## src/hw/sra_pkg.sv

```systemverilog
package sra_pkg;

	// ==========================================================
	// clock and delay timing
	localparam int unsigned CLK_FREQ_HZ       = 40_000_000;
	localparam int unsigned DELAY_UNIT_S      = 1;
	localparam int unsigned DELAY_UNIT_CYCLES = CLK_FREQ_HZ * DELAY_UNIT_S;

	// ==========================================================
	// widths and ranges
	localparam int unsigned VAL_W   = 16;
	localparam int unsigned DLY_W   = 14;
	localparam int unsigned NUM_SP  = 4;

	localparam logic signed [15:0] THR_MIN   = 16'shF831;
	localparam logic signed [15:0] THR_MAX   = 16'sh270F;
	localparam logic [13:0]        DELAY_MAX = 14'h270F;

	// ==========================================================
	// register byte offsets
	localparam logic [7:0] OFS_THR1    = 8'h00;
	localparam logic [7:0] OFS_THR2    = 8'h04;
	localparam logic [7:0] OFS_THR3    = 8'h08;
	localparam logic [7:0] OFS_THR4    = 8'h0C;
	localparam logic [7:0] OFS_MAKE    = 8'h10;
	localparam logic [7:0] OFS_BREAK   = 8'h14;
	localparam logic [7:0] OFS_CTRL    = 8'h18;
	localparam logic [7:0] OFS_STATUS  = 8'h1C;
	localparam logic [7:0] OFS_READING = 8'h20;

	// ==========================================================
	// field positions
	localparam int unsigned CTRL_BAND_BIT  = 0;
	localparam int unsigned CTRL_PAT_LSB   = 1;
	localparam int unsigned STAT_RELAY_LSB = 0;
	localparam int unsigned STAT_CMP_LSB   = 4;
	localparam int unsigned STAT_BANDM_BIT = 8;
	localparam int unsigned STAT_BANDS_BIT = 9;
	localparam int unsigned STAT_PEND_BIT  = 10;

	// ==========================================================
	// sense patterns, leftmost letter is the first setpoint
	typedef enum logic [1:0]
	{
		SRA_PAT_LLLL = 2'b00,
		SRA_PAT_LHLH = 2'b01,
		SRA_PAT_LHHH = 2'b10,
		SRA_PAT_HHHH = 2'b11
	} sra_pattern_e;

	// ==========================================================
	// reset values of the stored settings
	localparam logic signed [15:0] RST_THR1    = 16'sh0000;
	localparam logic signed [15:0] RST_THR2    = 16'sh0000;
	localparam logic signed [15:0] RST_THR3    = 16'sh0000;
	localparam logic signed [15:0] RST_THR4    = 16'sh0000;
	localparam logic [13:0]        RST_DELAY   = 14'h0000;
	localparam logic               RST_BAND    = 1'b0;
	localparam sra_pattern_e       RST_PATTERN = SRA_PAT_HHHH;

	// AHB transfer type bit that marks NONSEQ or SEQ
	localparam int unsigned HTRANS_ACT_BIT = 1;

endpackage

```

## src/hw/sra_delay_if.sv

```systemverilog
`timescale 1ns/100ps
`default_nettype none

interface sra_delay_if;
	logic        alarm;
	logic [13:0] make_delay;
	logic [13:0] break_delay;
	logic        restart;
	logic        tick;
	logic        relay;
	logic        pending;

	modport ctrl   (output alarm, output make_delay, output break_delay, input relay, input pending);
	modport timer  (input alarm, input make_delay, input break_delay, input tick,
		output restart, output relay, output pending);
	modport ticker (input restart, output tick);
endinterface

`default_nettype wire

```

## src/hw/sra_second_tick.sv

```systemverilog
`timescale 1ns/100ps
`default_nettype none

module sra_second_tick
	import sra_pkg::*;
#(
	parameter int unsigned UNIT_CYCLES = DELAY_UNIT_CYCLES
)
(
	input  wire logic clock_i,
	input  wire logic resetn_i,
	sra_delay_if.ticker dly
);

	localparam int unsigned CW = $clog2(UNIT_CYCLES + 1);
	localparam logic [CW-1:0] LAST = CW'(UNIT_CYCLES - 1);

	logic [CW-1:0] cnt_r;

	// restarted with each new wait so the first second is a whole one
	always_ff @(posedge clock_i)
	begin
		if (!resetn_i || dly.restart || cnt_r == LAST)
			cnt_r <= '0;
		else
			cnt_r <= cnt_r + CW'(1);
	end

	assign dly.tick = !dly.restart && (cnt_r == LAST);

endmodule

`default_nettype wire

```

## src/hw/sra_delay_timer.sv

```systemverilog
`timescale 1ns/100ps
`default_nettype none

module sra_delay_timer
	import sra_pkg::*;
(
	input  wire logic clock_i,
	input  wire logic resetn_i,
	sra_delay_if.timer dly
);

	logic [13:0] secs_r;
	logic        relay_r;
	logic        pending;
	logic [13:0] target;

	assign pending     = dly.alarm != relay_r;
	assign target      = dly.alarm ? dly.make_delay : dly.break_delay;
	assign dly.restart = !pending;
	assign dly.relay   = relay_r;
	assign dly.pending = pending;

	// a condition that reverts drops the wait and starts over
	always_ff @(posedge clock_i)
	begin
		if (!resetn_i || !pending || secs_r >= target)
			secs_r <= '0;
		else if (dly.tick)
			secs_r <= secs_r + 14'h0001;
	end

	always_ff @(posedge clock_i)
	begin
		if (!resetn_i)
			relay_r <= 1'b0;
		else if (pending && secs_r >= target)
			relay_r <= dly.alarm;
	end

endmodule

`default_nettype wire

```

## src/hw/sra_setpoint_relay.sv

```systemverilog
`timescale 1ns/100ps
`default_nettype none

// Summary of operation
// - all four setpoints are compared on every reading, relay fitted or not.
// - high sense energizes above the setpoint, low sense below it.
// - four sense positions, first to fourth; only LLLL, LhLh, Lhhh, hhhh exist.
// - first relay energizes after alarm persists unbroken for the make delay, 0-9999 s.
// - first relay releases after non-alarm persists unbroken for the break delay, 0-9999 s.
// - third and fourth relays follow their comparisons directly, no delays.
// - band mode applies only with band enabled and second setpoint above first.
// - in band mode second setpoint is upper limit, first setpoint lower limit.
// - band with LhLh: on below first setpoint, held until second setpoint reached.
// - band with hhhh: on above second setpoint, held until first setpoint reached.
// - setpoints span -1999 to 9999; a high-sense setpoint at 9999 or a low-sense setpoint at -1999 never triggers.
module sra_setpoint_relay
	import sra_pkg::*;
#(
	parameter int unsigned SECOND_CYCLES = DELAY_UNIT_CYCLES
)
(
	input  wire logic              clock_i,
	input  wire logic              resetn_i,
	input  wire logic              hsel_i,
	input  wire logic [31:0]       haddr_i,
	input  wire logic [1:0]        htrans_i,
	input  wire logic              hwrite_i,
	input  wire logic [2:0]        hsize_i,
	input  wire logic [31:0]       hwdata_i,
	input  wire logic              hready_i,
	output logic      [31:0]       hrdata_o,
	output logic                   hreadyout_o,
	output logic                   hresp_o,
	input  wire logic [VAL_W-1:0]  reading_i,
	input  wire logic              reading_valid_i,
	output logic      [NUM_SP-1:0] relay_o,
	output logic      [NUM_SP-1:0] indicator_o
);

	// ==========================================================
	// helpers
	function automatic logic signed [15:0] clamp_thr(input logic signed [15:0] v);
		if (v < THR_MIN)
			return THR_MIN;
		else if (v > THR_MAX)
			return THR_MAX;
		else
			return v;
	endfunction

	function automatic logic [13:0] clamp_dly(input logic [15:0] v);
		if (v > {2'b00, DELAY_MAX})
			return DELAY_MAX;
		else
			return v[13:0];
	endfunction

	// bit i high means setpoint i+1 uses high sense
	function automatic logic [3:0] sense_of(input sra_pattern_e p);
		case (p)
			SRA_PAT_LLLL: return 4'h0;
			SRA_PAT_LHLH: return 4'hA;
			SRA_PAT_LHHH: return 4'hE;
			SRA_PAT_HHHH: return 4'hF;
			default:      return 4'hF;
		endcase
	endfunction

	// register select, shared by the read mux and the write decode
	typedef enum logic [3:0]
	{
		SRA_SEL_THR1    = 4'h0,
		SRA_SEL_THR2    = 4'h1,
		SRA_SEL_THR3    = 4'h2,
		SRA_SEL_THR4    = 4'h3,
		SRA_SEL_MAKE    = 4'h4,
		SRA_SEL_BREAK   = 4'h5,
		SRA_SEL_CTRL    = 4'h6,
		SRA_SEL_STATUS  = 4'h7,
		SRA_SEL_READING = 4'h8,
		SRA_SEL_NONE    = 4'hF
	} sra_sel_e;

	// unaligned or unmapped offsets fall to none: read as zero, writes dropped
	function automatic sra_sel_e sel_of(input logic [7:0] a);
		case (a)
			OFS_THR1:    return SRA_SEL_THR1;
			OFS_THR2:    return SRA_SEL_THR2;
			OFS_THR3:    return SRA_SEL_THR3;
			OFS_THR4:    return SRA_SEL_THR4;
			OFS_MAKE:    return SRA_SEL_MAKE;
			OFS_BREAK:   return SRA_SEL_BREAK;
			OFS_CTRL:    return SRA_SEL_CTRL;
			OFS_STATUS:  return SRA_SEL_STATUS;
			OFS_READING: return SRA_SEL_READING;
			default:     return SRA_SEL_NONE;
		endcase
	endfunction

	// ==========================================================
	// stored settings and state
	logic signed [15:0] thr_r [NUM_SP];
	logic [13:0]        make_r;
	logic [13:0]        break_r;
	logic               band_en_r;
	sra_pattern_e       pattern_r;
	logic signed [15:0] reading_r;
	logic [NUM_SP-1:0]  cmp_r;
	logic               band_r;

	logic               wr_pend_r;
	logic [7:0]         wr_addr_r;
	logic [31:0]        rdata_r;

	logic [3:0]         sense;
	logic               band_mode;
	logic signed [15:0] rd_now;
	logic               addr_phase;
	logic [31:0]        status;
	logic [31:0]        ctrl_word;

	sra_delay_if dly ();

	assign sense     = sense_of(pattern_r);
	assign band_mode = band_en_r && (thr_r[1] > thr_r[0]);
	assign rd_now    = clamp_thr($signed(reading_i));

	// ==========================================================
	// AHB-Lite slave, zero wait states, always OKAY
	assign addr_phase  = hsel_i && htrans_i[HTRANS_ACT_BIT] && hready_i;
	assign hreadyout_o = 1'b1;
	assign hresp_o     = 1'b0;
	assign hrdata_o    = rdata_r;

	always_ff @(posedge clock_i)
	begin
		if (!resetn_i)
		begin
			wr_pend_r <= 1'b0;
			wr_addr_r <= 8'h00;
		end
		else if (hready_i)
		begin
			wr_pend_r <= addr_phase && hwrite_i;
			wr_addr_r <= haddr_i[7:0];
		end
	end

	// fields placed by name so a layout change stays in the package
	always_comb
	begin
		status                           = 32'h00000000;
		status[STAT_RELAY_LSB +: NUM_SP] = relay_o;
		status[STAT_CMP_LSB +: NUM_SP]   = cmp_r;
		status[STAT_BANDM_BIT]           = band_mode;
		status[STAT_BANDS_BIT]           = band_r;
		status[STAT_PEND_BIT]            = dly.pending;
	end

	always_comb
	begin
		ctrl_word                        = 32'h00000000;
		ctrl_word[CTRL_BAND_BIT]         = band_en_r;
		ctrl_word[CTRL_PAT_LSB +: 2]     = pattern_r;
	end

	// read data is captured in the address phase and stands through the data phase
	always_ff @(posedge clock_i)
	begin
		if (!resetn_i)
			rdata_r <= 32'h00000000;
		else if (addr_phase && !hwrite_i)
		begin
			case (sel_of(haddr_i[7:0]))
				SRA_SEL_THR1:    rdata_r <= 32'(thr_r[0]);
				SRA_SEL_THR2:    rdata_r <= 32'(thr_r[1]);
				SRA_SEL_THR3:    rdata_r <= 32'(thr_r[2]);
				SRA_SEL_THR4:    rdata_r <= 32'(thr_r[3]);
				SRA_SEL_MAKE:    rdata_r <= {18'h00000, make_r};
				SRA_SEL_BREAK:   rdata_r <= {18'h00000, break_r};
				SRA_SEL_CTRL:    rdata_r <= ctrl_word;
				SRA_SEL_STATUS:  rdata_r <= status;
				SRA_SEL_READING: rdata_r <= 32'(reading_r);
				default:         rdata_r <= 32'h00000000;
			endcase
		end
	end

	// writes land in the data phase; out-of-range values are pulled to the limits
	always_ff @(posedge clock_i)
	begin
		if (!resetn_i)
		begin
			thr_r[0]  <= RST_THR1;
			thr_r[1]  <= RST_THR2;
			thr_r[2]  <= RST_THR3;
			thr_r[3]  <= RST_THR4;
			make_r    <= RST_DELAY;
			break_r   <= RST_DELAY;
			band_en_r <= RST_BAND;
			pattern_r <= RST_PATTERN;
		end
		else if (wr_pend_r)
		begin
			case (sel_of(wr_addr_r))
				SRA_SEL_THR1:  thr_r[0] <= clamp_thr($signed(hwdata_i[15:0]));
				SRA_SEL_THR2:  thr_r[1] <= clamp_thr($signed(hwdata_i[15:0]));
				SRA_SEL_THR3:  thr_r[2] <= clamp_thr($signed(hwdata_i[15:0]));
				SRA_SEL_THR4:  thr_r[3] <= clamp_thr($signed(hwdata_i[15:0]));
				SRA_SEL_MAKE:  make_r   <= clamp_dly(hwdata_i[15:0]);
				SRA_SEL_BREAK: break_r  <= clamp_dly(hwdata_i[15:0]);
				SRA_SEL_CTRL:
				begin
					band_en_r <= hwdata_i[CTRL_BAND_BIT];
					pattern_r <= sra_pattern_e'(hwdata_i[CTRL_PAT_LSB +: 2]);
				end
				default:   ;
			endcase
		end
	end

	// ==========================================================
	// comparison on each conversion
	always_ff @(posedge clock_i)
	begin
		if (!resetn_i)
			reading_r <= 16'sh0000;
		else if (reading_valid_i)
			reading_r <= rd_now;
	end

	// strict compare: a reading pinned at the range limit never passes an extreme setpoint
	always_ff @(posedge clock_i)
	begin
		if (!resetn_i)
			cmp_r <= '0;
		else if (reading_valid_i)
		begin
			for (int i = 0; i < NUM_SP; i++)
			begin
				if (sense[i])
					cmp_r[i] <= rd_now > thr_r[i];
				else
					cmp_r[i] <= rd_now < thr_r[i];
			end
		end
	end

	// ==========================================================
	// pump fill/empty band on the first relay
	always_ff @(posedge clock_i)
	begin
		if (!resetn_i || !band_mode)
			band_r <= 1'b0;
		else if (reading_valid_i)
		begin
			if (!sense[0])
			begin
				if (rd_now < thr_r[0])
					band_r <= 1'b1;
				else if (rd_now >= thr_r[1])
					band_r <= 1'b0;
			end
			else
			begin
				if (rd_now > thr_r[1])
					band_r <= 1'b1;
				else if (rd_now <= thr_r[0])
					band_r <= 1'b0;
			end
		end
	end

	assign dly.alarm       = band_mode ? band_r : cmp_r[0];
	assign dly.make_delay  = make_r;
	assign dly.break_delay = break_r;

	sra_second_tick #(
		.UNIT_CYCLES (SECOND_CYCLES)
	) u_tick (
		.clock_i  (clock_i),
		.resetn_i (resetn_i),
		.dly      (dly)
	);

	sra_delay_timer u_timer (
		.clock_i  (clock_i),
		.resetn_i (resetn_i),
		.dly      (dly)
	);

	// ==========================================================
	// outputs; lamps mirror the contacts so unfitted relays still show
	assign relay_o     = {cmp_r[3:1], dly.relay};
	assign indicator_o = relay_o;

endmodule

`default_nettype wire

```

## config.mk

```make
export PLATFORM = sky130hd
export DESIGN_NAME = sra_setpoint_relay
export DESIGN_NICKNAME = d
export VERILOG_FILES = /design/src/hw/sra_pkg.sv /design/src/hw/sra_delay_if.sv /design/src/hw/sra_second_tick.sv /design/src/hw/sra_delay_timer.sv /design/src/hw/sra_setpoint_relay.sv
export SDC_FILE = /design/constraint.sdc
export NUM_CORES = 1
export LEC_CHECK = 0
export ABC_AREA = 1
export BUFFER_PORTS_ARGS = -buffer_cell sky130_fd_sc_hd__buf_2
export CAP_MARGIN = 20
export CORE_ASPECT_RATIO = 0.8
export CORE_UTILIZATION = 40
export CTS_BUF_LIST = sky130_fd_sc_hd__clkbuf_4
export DETAILED_ROUTE_END_ITERATION = 7
export PLACE_DENSITY_LB_ADDON = 0.1
export SLEW_MARGIN = 40
export SYNTH_ARGS = -nofsm -noshare
export SYNTH_HDL_FRONTEND = slang
export SYNTH_SLANG_ARGS = --single-unit
export TNS_END_PERCENT = 10
```

## constraint.sdc

```tcl
create_clock -name clock_i -period 4.5 [get_ports clock_i]
set_input_delay 0.45 -clock clock_i [delete_from_list [all_inputs] [get_ports clock_i]]
set_output_delay 0.45 -clock clock_i [all_outputs]
set_load 0.01 [all_outputs]
```

# After elaboration in Yosys (flattened, before gate mapping)
# Memories as Yosys holds them, arrays and structs flattened.
# Index checks and enable logic that the tools add are counted.
# word_totals
ff_bits	134
mem_count	1
output_inout_bits	42
rom_bits	0
latch_bits	0
mem_bits_rw	64
in_bits	91
# op_classes
n_shift	0
add_sub_neg	2
magnitude_cmp	17
n_mul	0
n_bitwise	4
n_mux	57
n_div	0
n_reduce_logical	25
n_eq_ne	36
# mem_list
name	words	width	read_ports	rd_ports_with_merged_regs	write_ports	line_no	text
thr_r	4	16	4	0	4	sra_setpoint_relay.sv:102	logic signed [15:0] thr_r [NUM_SP];
# op_table
op	n
16-bit 2-to-1 mux	20
32-bit case mux with 9 select lines	1
16-bit > comparator	5
4-bit case mux with 9 select lines	2
8-bit by 5-bit == test with 1-bit output, second input constant	8
16-bit < comparator	4
8-bit by 4-bit == test with 1-bit output, second input constant	4
16-bit by 15-bit > comparator with 1-bit output, second input constant	2
16-bit by 12-bit < comparator with 1-bit output, second input constant	2
4-bit by 3-bit == test with 1-bit output, second input constant	7
14-bit 2-to-1 mux	2
1-bit 2-to-1 mux	27
26-bit by 1-bit adder with 26-bit output, second input constant	1
26-bit == test, second input constant	1
4-bit by 2-bit == test with 1-bit output, second input constant	4
8-bit by 3-bit == test with 1-bit output, second input constant	2
8-bit by 6-bit == test with 1-bit output, second input constant	2
16-bit >= comparator	1
16-bit by 14-bit > comparator with 1-bit output, second input constant	1
16-bit less-or-equal comparator	1
8-bit zero test	2
4-bit 2-to-1 mux	4
4-bit case mux with 4 select lines	1
14-bit by 1-bit adder with 14-bit output, second input constant	1
16 further kinds	36

# Depth between registers and ports, before layout
# Gate-level depths: netlist (run 1).
# depth
depth_word	10
ltp_mapped	25

# By module
# A second synthesis (run 1) with hierarchy kept.
# unflattened
cells_unflattened	1581
hier_area_um2	11628.7
# modules_own_cells
module	instances	cells_per_inst	area_per_inst_um2
sra_setpoint_relay	1	1186	8863.5
sra_second_tick	1	228	1432.6
sra_delay_timer	1	167	1332.5

# Worst setup path before layout (run 1)
# Ideal clock, no wire load.
# synth_path
path_kind	register to register
startpoint	memory thr_r[1][15]
endpoint	register u_timer.secs_r[0]
required_ns	4.434
path_buffers	2
setup_ns	0.066
synth_period_minus_slack_ns	3.346
t_arrival_ns	3.280
path_stages_with_launch	23
path_slack_ns	1.154
cell_sequence	edfxtp_1 ha_1 nand2_2 inv_1 nand2_1 nand2_1 a21oi_1 nand4_1 nand3_2 nand2_1 nand2_1 clkbuf_1 o21ai_0 ha_1 inv_1 nor2_1 o21ai_0 o211ai_1 nand3_1 nand3_1 nand3b_2 buf_6 a21oi_2
# synth_lines
element	line_no	text
start: declaration	sra_setpoint_relay.sv:102	
end signal: assignment	sra_delay_timer.sv:29	secs_r <= secs_r + 14'h0001;
end: declaration	sra_delay_timer.sv:12	logic [13:0] secs_r;

==> summary.md, run 1 <==
| Metric | Value |
|---|---|
| Yosys cell types | 55 |
| Gr usage total | 24.6% |
| Synth Net Count | 1657 |
| Hold Fails Final Rpt | 0 |
| Compound-cell area share of the yosys netlist | 15.8% |
| Final min period | 4.02 ns |
| Pwr/cell area | 265 mW/mm² |
| Post-route insts no fill | 1898 |
| Worst path required time | 5.02 ns |
| Row count | 54 |
| Initial antenna violation count | 3 |
| Initial drt markers | 875 |
| Most used cell, CP | nand2_1 |
| Mapped Cells | 1470 |
| CTS resizes | 0 |
| Largest net degree at the start of global routing | 45 |
| WP buf/inv | 4 |
| Power Total | 0.00321 W |
| CTS sink cnt | 182 |
| Most frequent cells in the layout | nand2_1 (235), inv_1 (219), nor2_1 (169), a21oi_1 (120), dfxtp_1 (118) |
| Mux cell area share after synthesis | 0.369% |
| CTS root buf | clkbuf_4 |
| Worst min-delay path class | in2reg |
| Unrepaired setup endpoints after global routing | false |
| Most used DFF post-synth | dfxtp_1 |
| Top Ports | 133 |
| Peak Freq | 249 MHz |
| Horiz. Die Dim | 189 µm |
| Worst Path Arrival | 4.54 ns |
| IO buf count | 86 |
| Vias in the first global route | 8957 |
| Core area | 0.0274 mm² |
| Clock-pin transition on the worst setup and hold timing paths | 0.19 ns |
| Max_slew headroom | 45.1% |
| Worst-margin pin slew | 0.813 ns |
| Final GP Congestion | 0.951 |
| Seq/Total Area, Yosys | 38.3% |
| Initial Utilization | 40.9% |
| Clock Latency Late Sink | 0.62 ns |
| Leakage | 5.38 nW |
| Final-report setup violation count | 0 |
| Hold-fix buffers, CTS | 0 |
| Pre-antenna DRT Iters | 5 |
| EDFF count, synth | 64 |
| Number of synthesized register bits | 182 |
| Max VDD drop | 0.171 mV |
| Layout cells sized above 1 | 11.3% |
| Commonest non-fill, non-tap cell in the layout | nand2_1 |
| Die H | 152 µm |
| Setup TNS | 0 ns |
| Main combinational cell family by area after synthesis | simple AND/OR/NAND/NOR gates |
| Post-detail-place hpwl | 27500 µm |
| Global-route wire length before repair | 52500 µm |
| Clock Path Buffers | 2 |
| Setup Fix Bufs, Post-CTS | 0 |
| Max Cap Viol | 0 |
| Die Footprint | 0.0287 mm² |
| CP Launch Type | flip-flop |
| Adder-Cell Fraction of Synth Area | 10.7% |
| Avg Vias per Cell | 5.22 |
| Area Growth Syn to Fin | 8.05% |
| Synth async-reset ratio | 0% |
| Fillers | 2860 |
| Setup Skew | 0.0375 ns |
| Synth Area in Simple Gates | 22.1% |
| Vias | 9915 |
| CP max FO | 25 |
| Synthesized area | 0.0112 mm² |
| Average cell area after synthesis | 7.61 µm² |
| Worst path cell trace | inv_1 -> ha_1 -> nand2_2 -> inv_1 -> nand2_1 -> nand2_1 -> a21oi_1 -> nand4_1 -> nand2_1 -> nand3_1 -> nand2_1 -> buf_12 -> mux2_2 -> ha_1 -> nand2_1 -> nor4_1 -> nand2_1 -> nand3_1 -> nand3b_2 -> buf_12 -> a21oi_1 |
| Total routed wirelength | 34700 µm |
| Total gr overflow | 0 |
| DRC | 0 |
| WL/cell | 18.3 µm |
| Crit path largest cell delay | 0.42 ns |
| Total Nets Final | 1706 |
| CTS tree | yes |
| Final ANT Viol Nets | 0 |
| CP top delay family | simple AND/OR/NAND/NOR gates |
| CTS H-tree lvls | 4 |
| Setup crit end kind | flip-flop |
| Synth Area in XOR/XNOR | 1.72% |
| Yosys warnings | 0 |
| Slowest CP cell | edfxtp_1 |
| Placed insts | 1864 |
| Clock buffer count from CTS | 17 |
| Status | complete, no violations |
| Path type of the worst setup path | reg2reg |
| Tcrit/Tclk final | 89.4% |
| Pins Over Slew Limit | 0 |
[Yosys cell counts, types with 4 or more instances]
library cell  instances  area share [%]
ha_1                 96              11
xor2_1               17             1.3
o221ai_1              7            0.55
nor3_2                4            0.36
o211ai_1             13            0.87
or2_2                 4            0.22
clkinv_1              4            0.13
xnor2_1               5            0.39
inv_1               219             7.3
nor3_1               25             1.1
o21ai_1               4            0.18
o22ai_1              18             1.0
nand4_1              23             1.3
a21oi_1             120             5.4
edfxtp_1             64              17
buf_2                 4            0.18
buf_4                26             1.7
nor2_1              170             5.7
nor4_1               12            0.67
nand3_1              72             3.2
a21oi_2              14             1.1
o21ai_0              98             4.4
nand2_1             236             7.9
clkbuf_1             35             1.2
dfxtp_1             118              21
a221oi_1              9            0.70
[worst min-delay path, delay by kind of cell]
kind / cells / cell delay [ns]
buffers and inverters: 1 / 0.09
AND/OR/NAND/NOR: 2 / 0.12
[layer usage]
| layer | wire length (µm) | vias up | global-route usage [%] |
|---|---|---|---|
| met5 | 13 | - | 0 |
| met2 | 13800 | 332 | 35.3 |
| met3 | 2590 | 35 | 4.08 |
| li1 | - | 4990 | - |
| met1 | 17500 | 4556 | 37.3 |
| met4 | 768 | 2 | 6.98 |
[worst paths after layout]
path | startpoint | endpoint | slack [ns] | cells past startpoint
max | thr_r[0][15] | u_timer.secs_r[5] | 0.48 | 21
min | haddr_i[6] | wr_addr_r[6] | 0.08 | 3
max reg2reg | thr_r[0][15] | u_timer.secs_r[5] | 0.48 | 21
min reg2reg | u_tick.cnt_r[0] | u_tick.cnt_r[0] | 0.46 | 1
[metrics by stage]
stage | instance area (µm²) | setup WS [ns] | hold WS, ns | util [%]
2_1_floorplan | 11200 | 1.15 | 0.418 | -
3_3_place_gp | 11800 | 0.655 | 0.429 | 43.2
3_5_place_dp | 11800 | 0.629 | 0.440 | 43.2
4_1_cts | 12100 | 0.554 | 0.0325 | 44.2
5_1_grt | 12100 | 0.351 | 0.0352 | 44.2
6_report | 12100 | 0.477 | 0.0779 | 44.2
[final cells by class]
cell class	instances	area, µm²	share of cell area [%]
multi-input cells	994	5690	47.0
well taps	364	455	3.77
diodes	2	5.00	0.0414
repair buffers	100	561	4.63
flip-flops and latches	182	4280	35.4
clock inverters	15	135	1.12
inverters	224	841	6.95
clock buffers	17	128	1.06
[report_power, final]
group	switching [W]	total, W	internal, W
combinational	0.000356	0.000526	0.000170
clock	0.000670	0.000911	0.000240
sequential	0.0000307	0.00177	0.00174
[kinds of logic (layout without fill, tap and decap cells)]
kind of cell / Yosys count / count (layout)
and+or+nand+nor: 565 / 565
AOI/OAI and AO/OA: 305 / 305
buffers and inverters: 294 / 356
DFF: 182 / 182
adders and majority gates: 96 / 96
xor gates and xnor gates: 22 / 22
muxes: 4 / 4
other: 2 / 4
[registers in the layout, indices dropped and copies added (netlist names)]
signal	flops
thr_r	64
u_tick.cnt_r	26
hrdata_o	16
reading_r	16
break_r	14
dly.make_delay	14
u_timer.secs_r	14
wr_addr_r	8
cmp_r	4
pattern_r	2
band_en_r	1
band_r	1
u_timer.dly.relay	1
wr_pend_r	1
No activity file was read; power rests on OpenSTA's default activity.
==> inputs of run 2 (changes only) <==
--- a/config.mk
+++ b/config.mk
@@ -5,7 +5,6 @@
 export SDC_FILE = /design/constraint.sdc
 export NUM_CORES = 1
 export LEC_CHECK = 0
-export ABC_AREA = 1
 export BUFFER_PORTS_ARGS = -buffer_cell sky130_fd_sc_hd__buf_2
 export CAP_MARGIN = 20
 export CORE_ASPECT_RATIO = 0.8
==> summary.md, run 2 <==
| Metric | Value |
|---|---|
| Status | complete, no violations |
| Vias | 9313 (-6.1%) |
| Final instance area | 0.0122 mm² (+0.93%) |
| Synth async-reset ratio | 0% (unchanged) |
| Largest register FFs | 64 (unchanged) |
| Fin Hold WS | 0.0892 ns (+0.0114 ns) |
| Worst Path Arrival | 4.89 ns (+0.35 ns) |
| Row count | 54 (unchanged) |
| Final ANT Viol Nets | 0 (unchanged) |
| Layout cells sized above 1 | 15.2% (+3.9 points) |
| Final Core Density | 44.7% (+0.52 points) |
| Horiz. Die Dim | 189 µm (-0.21%) |
| CTS root buf | clkbuf_4 |
| IO buf count | 86 (unchanged) |
| Core area | 0.0273 mm² (-0.25%) |
| Placed insts | 1641 (-12%) |
| Hold-fix buffers, CTS | 0 (unchanged) |
| Area Growth Syn to Fin | 9.53% |
| Cell taking the most area after synthesis | dfxtp_1 |
| Top Ports | 133 (unchanged) |
| Commonest non-fill, non-tap cell in the layout | nor2_1 |
| Synthesized area | 0.0111 mm² (-0.44%) |
| Post-synth top cells | nor2_1 (187), dfxtp_1 (118), ha_1 (96), a21oi_1 (89), inv_1 (89) |
| Met2 Resource Use GR | 35.9% (+0.57 points) |
| Top Registers | thr_r (64), u_tick.cnt_r (26) |
| WL/cell | 20.8 µm (+14%) |
| Avg Vias per Cell | 5.56 (+6.4%) |
| CTS resizes | 0 (unchanged) |
| Global-route wire length before repair | 52000 µm (-0.89%) |
| CP Launch Type | flip-flop |
| Max_slew headroom | 43.7% (-1.3 points) |
| Initial drt markers | 692 (-21%) |
| Hold Fails Final Rpt | 0 (unchanged) |
| Largest net degree at the start of global routing | 39 (-13%) |
| Clock Path Buffers | 2 (unchanged) |
| CP max FO | 10 (-60%) |
| Gr busiest metal | met1 |
| Pre-antenna DRT Iters | 5 (unchanged) |
| Max Cap Viol | 0 (unchanged) |
| CTS sink cnt | 182 (unchanged) |
| Cells on worst reg2reg path | 17 (-19%) |
| Pwr/cell area | 273 mW/mm² (+2.8%) |
| Final min period | 4.34 ns (+0.319 ns) |
| Path type of the worst setup path | reg2reg |
| Top reg by flops | thr_r |
| Die H | 151 µm (-0.21%) |
| Power Total | 0.00333 W (+3.7%) |
| Max VDD drop | 0.137 mV (-20%) |
| Crit path largest cell delay | 0.55 ns (+0.13 ns) |
| Initial Utilization | 40.8% (-0.078 points) |
| Final GP Congestion | 0.960 (+0.94%) |
| Setup Fix Bufs, Post-CTS | 0 (unchanged) |
| Setup Skew | 0.0284 ns (-0.00918 ns) |
| EDFF count, synth | 64 (unchanged) |
| Final-report setup violation count | 0 (unchanged) |
| Most used DFF post-synth | dfxtp_1 |
| Mapped Cells | 1236 (-16%) |
| Vias in the first global route | 8451 (-5.6%) |
| Tcrit/Tclk final | 96.5% (+7.1 points) |
| Post-detail-place hpwl | 26600 µm (-3.2%) |
| Total gr overflow | 0 (unchanged) |
| Worst-margin pin slew | 0.842 ns (+0.0285 ns) |
| Yosys warnings | 0 (unchanged) |
| Post-route insts no fill | 1675 (-12%) |
| Clock buffer count from CTS | 17 (unchanged) |
| Largest cells by area after synthesis | dfxtp_1 (21%), edfxtp_1 (17%), ha_1 (11%) |
| Yosys cell types | 78 (+42%) |
| Pins Over Slew Limit | 0 (unchanged) |
| Die Footprint | 0.0285 mm² (-0.43%) |
| Seq/Total Area, Yosys | 38.4% (+0.17 points) |
| Slowest CP cell | or4_1 |
| Most frequent cells in the layout | nor2_1 (187), dfxtp_1 (118), ha_1 (96), a21oi_1 (89), inv_1 (89) |
| Worst path cell trace | ha_1 -> nand4_1 -> or4_1 -> a21oi_2 -> or2_2 -> o211ai_1 -> nand2_2 -> mux2_2 -> ha_1 -> nand2b_1 -> a21o_1 -> a21o_1 -> a21oi_1 -> o21ai_1 -> a21oi_2 -> o211ai_2 -> a21oi_1 |
| Peak Freq | 230 MHz (-7.3%) |
| Number of synthesized register bits | 182 (unchanged) |
| Worst path required time | 5.05 ns (+0.03 ns) |
| Most common cell in the netlist | nor2_1 |
| Leakage | 4.96 nW (-7.9%) |
| Met3 Use GR | 6.51% (+2.4 points) |
| DRC | 0 (unchanged) |
| M1 GR Usage | 36.3% (-1.0 points) |
| Initial antenna violation count | 2 (-1) |
| Worst Hold Depth | 3 (unchanged) |
| Unrepaired setup endpoints after global routing | true |
| Clock-pin transition on the worst setup and hold timing paths | 0.16 ns (-0.03 ns) |
| Total routed wirelength | 34800 µm (+0.33%) |
| Synth Net Count | 1423 (-14%) |
| Gr usage total | 24.7% (+0.057 points) |
| Placed instance area | 0.0119 mm² (+0.47%) |
| Top cell type's share of synthesized area | 21.2% (+0.092 points) |
| Worst min-delay path class | in2reg |
| CTS tree | yes |
| Total Nets Final | 1483 (-13%) |
| Clock Latency Late Sink | 0.63 ns (about the same) |
| CTS H-tree lvls | 4 (unchanged) |
| Setup crit end kind | flip-flop |
| Average cell area after synthesis | 9.02 µm² (+18%) |
-- run 2: cell count changes after synthesis, sizes merged, moves of 15 or more --
cell	change
a211oi	+26
a21o	+25
a21oi	-42
inv	-130
mux2i	+42
nand2	-165
nand2b	+15
nand3	-45
nor2	+15
nor3	-18
o21ai	-66
-- run 2: metal layers --
metal | up-vias | wire length [µm] | part of all wire [%]
li1 | 4562 | - | -
met1 | 4431 | 17600 | 50
met2 | 299 | 14200 | 41
met3 | 21 | 2670 | 7.7
met4 | 0 | 318 | 0.91
met5 | - | 0 | 0
-- run 2: worst paths after layout --
kind                 from                 end  slack [ns]
min reg2reg    break_r[5]          break_r[5]        0.49
max reg2reg  thr_r[1][14]  u_timer.secs_r[11]        0.16
min            haddr_i[0]        wr_addr_r[0]        0.09
max          thr_r[1][14]  u_timer.secs_r[11]        0.16
-- run 2: layout make-up --
class                      instances  area [µm²]
timing repair buffer             117         663
tap                              364         455
inverter                          91         342
clock inverter                    15         183
antenna                            2        5.00
multi-input combinational        887        6150
clock buffer                      17         128
fill                            2715       15100
sequential                       182        4280
-- run 2: power breakdown --
part           internal (W)  switching (W)  total (W)
Combinational      0.000192       0.000327   0.000519
Sequential          0.00174      0.0000399    0.00178
Clock              0.000356       0.000673    0.00103
Total               0.00229        0.00104    0.00333
-- run 2: cell families (layout without fill, tap and decap cells) --
kind of cell / Yosys count / count (layout) / synth area share (%)
compound gates: 278 / 278 / 16.7
xor+xnor: 29 / 29 / 2.28
fa+ha+maj: 96 / 96 / 10.8
buf+inv: 167 / 240 / 6.81
flops: 182 / 182 / 38.4
mux: 62 / 62 / 6.77
other cells: 2 / 4 / 0.0674
simple gates: 420 / 420 / 18.1
-- run 2: through the flow --
stage / worst slack, ns / setup TNS [ns]
3_5_place_dp: 0.220 / 0
3_3_place_gp: 0.251 / 0
6_report: 0.159 / 0
4_1_cts: 0.191 / 0
2_1_floorplan: 0.308 / 0
5_1_grt: -0.0409 / -0.0712
-- run 2: critical path, delay by kind of cell, from the launching register on --
kind,cells,cell delay (ns)
AOI/OAI and AO/OA,9,1.68
adders and majority gates,2,0.61
DFF,1,0.49
muxes,1,0.33
and+or+nand+nor,5,1.15
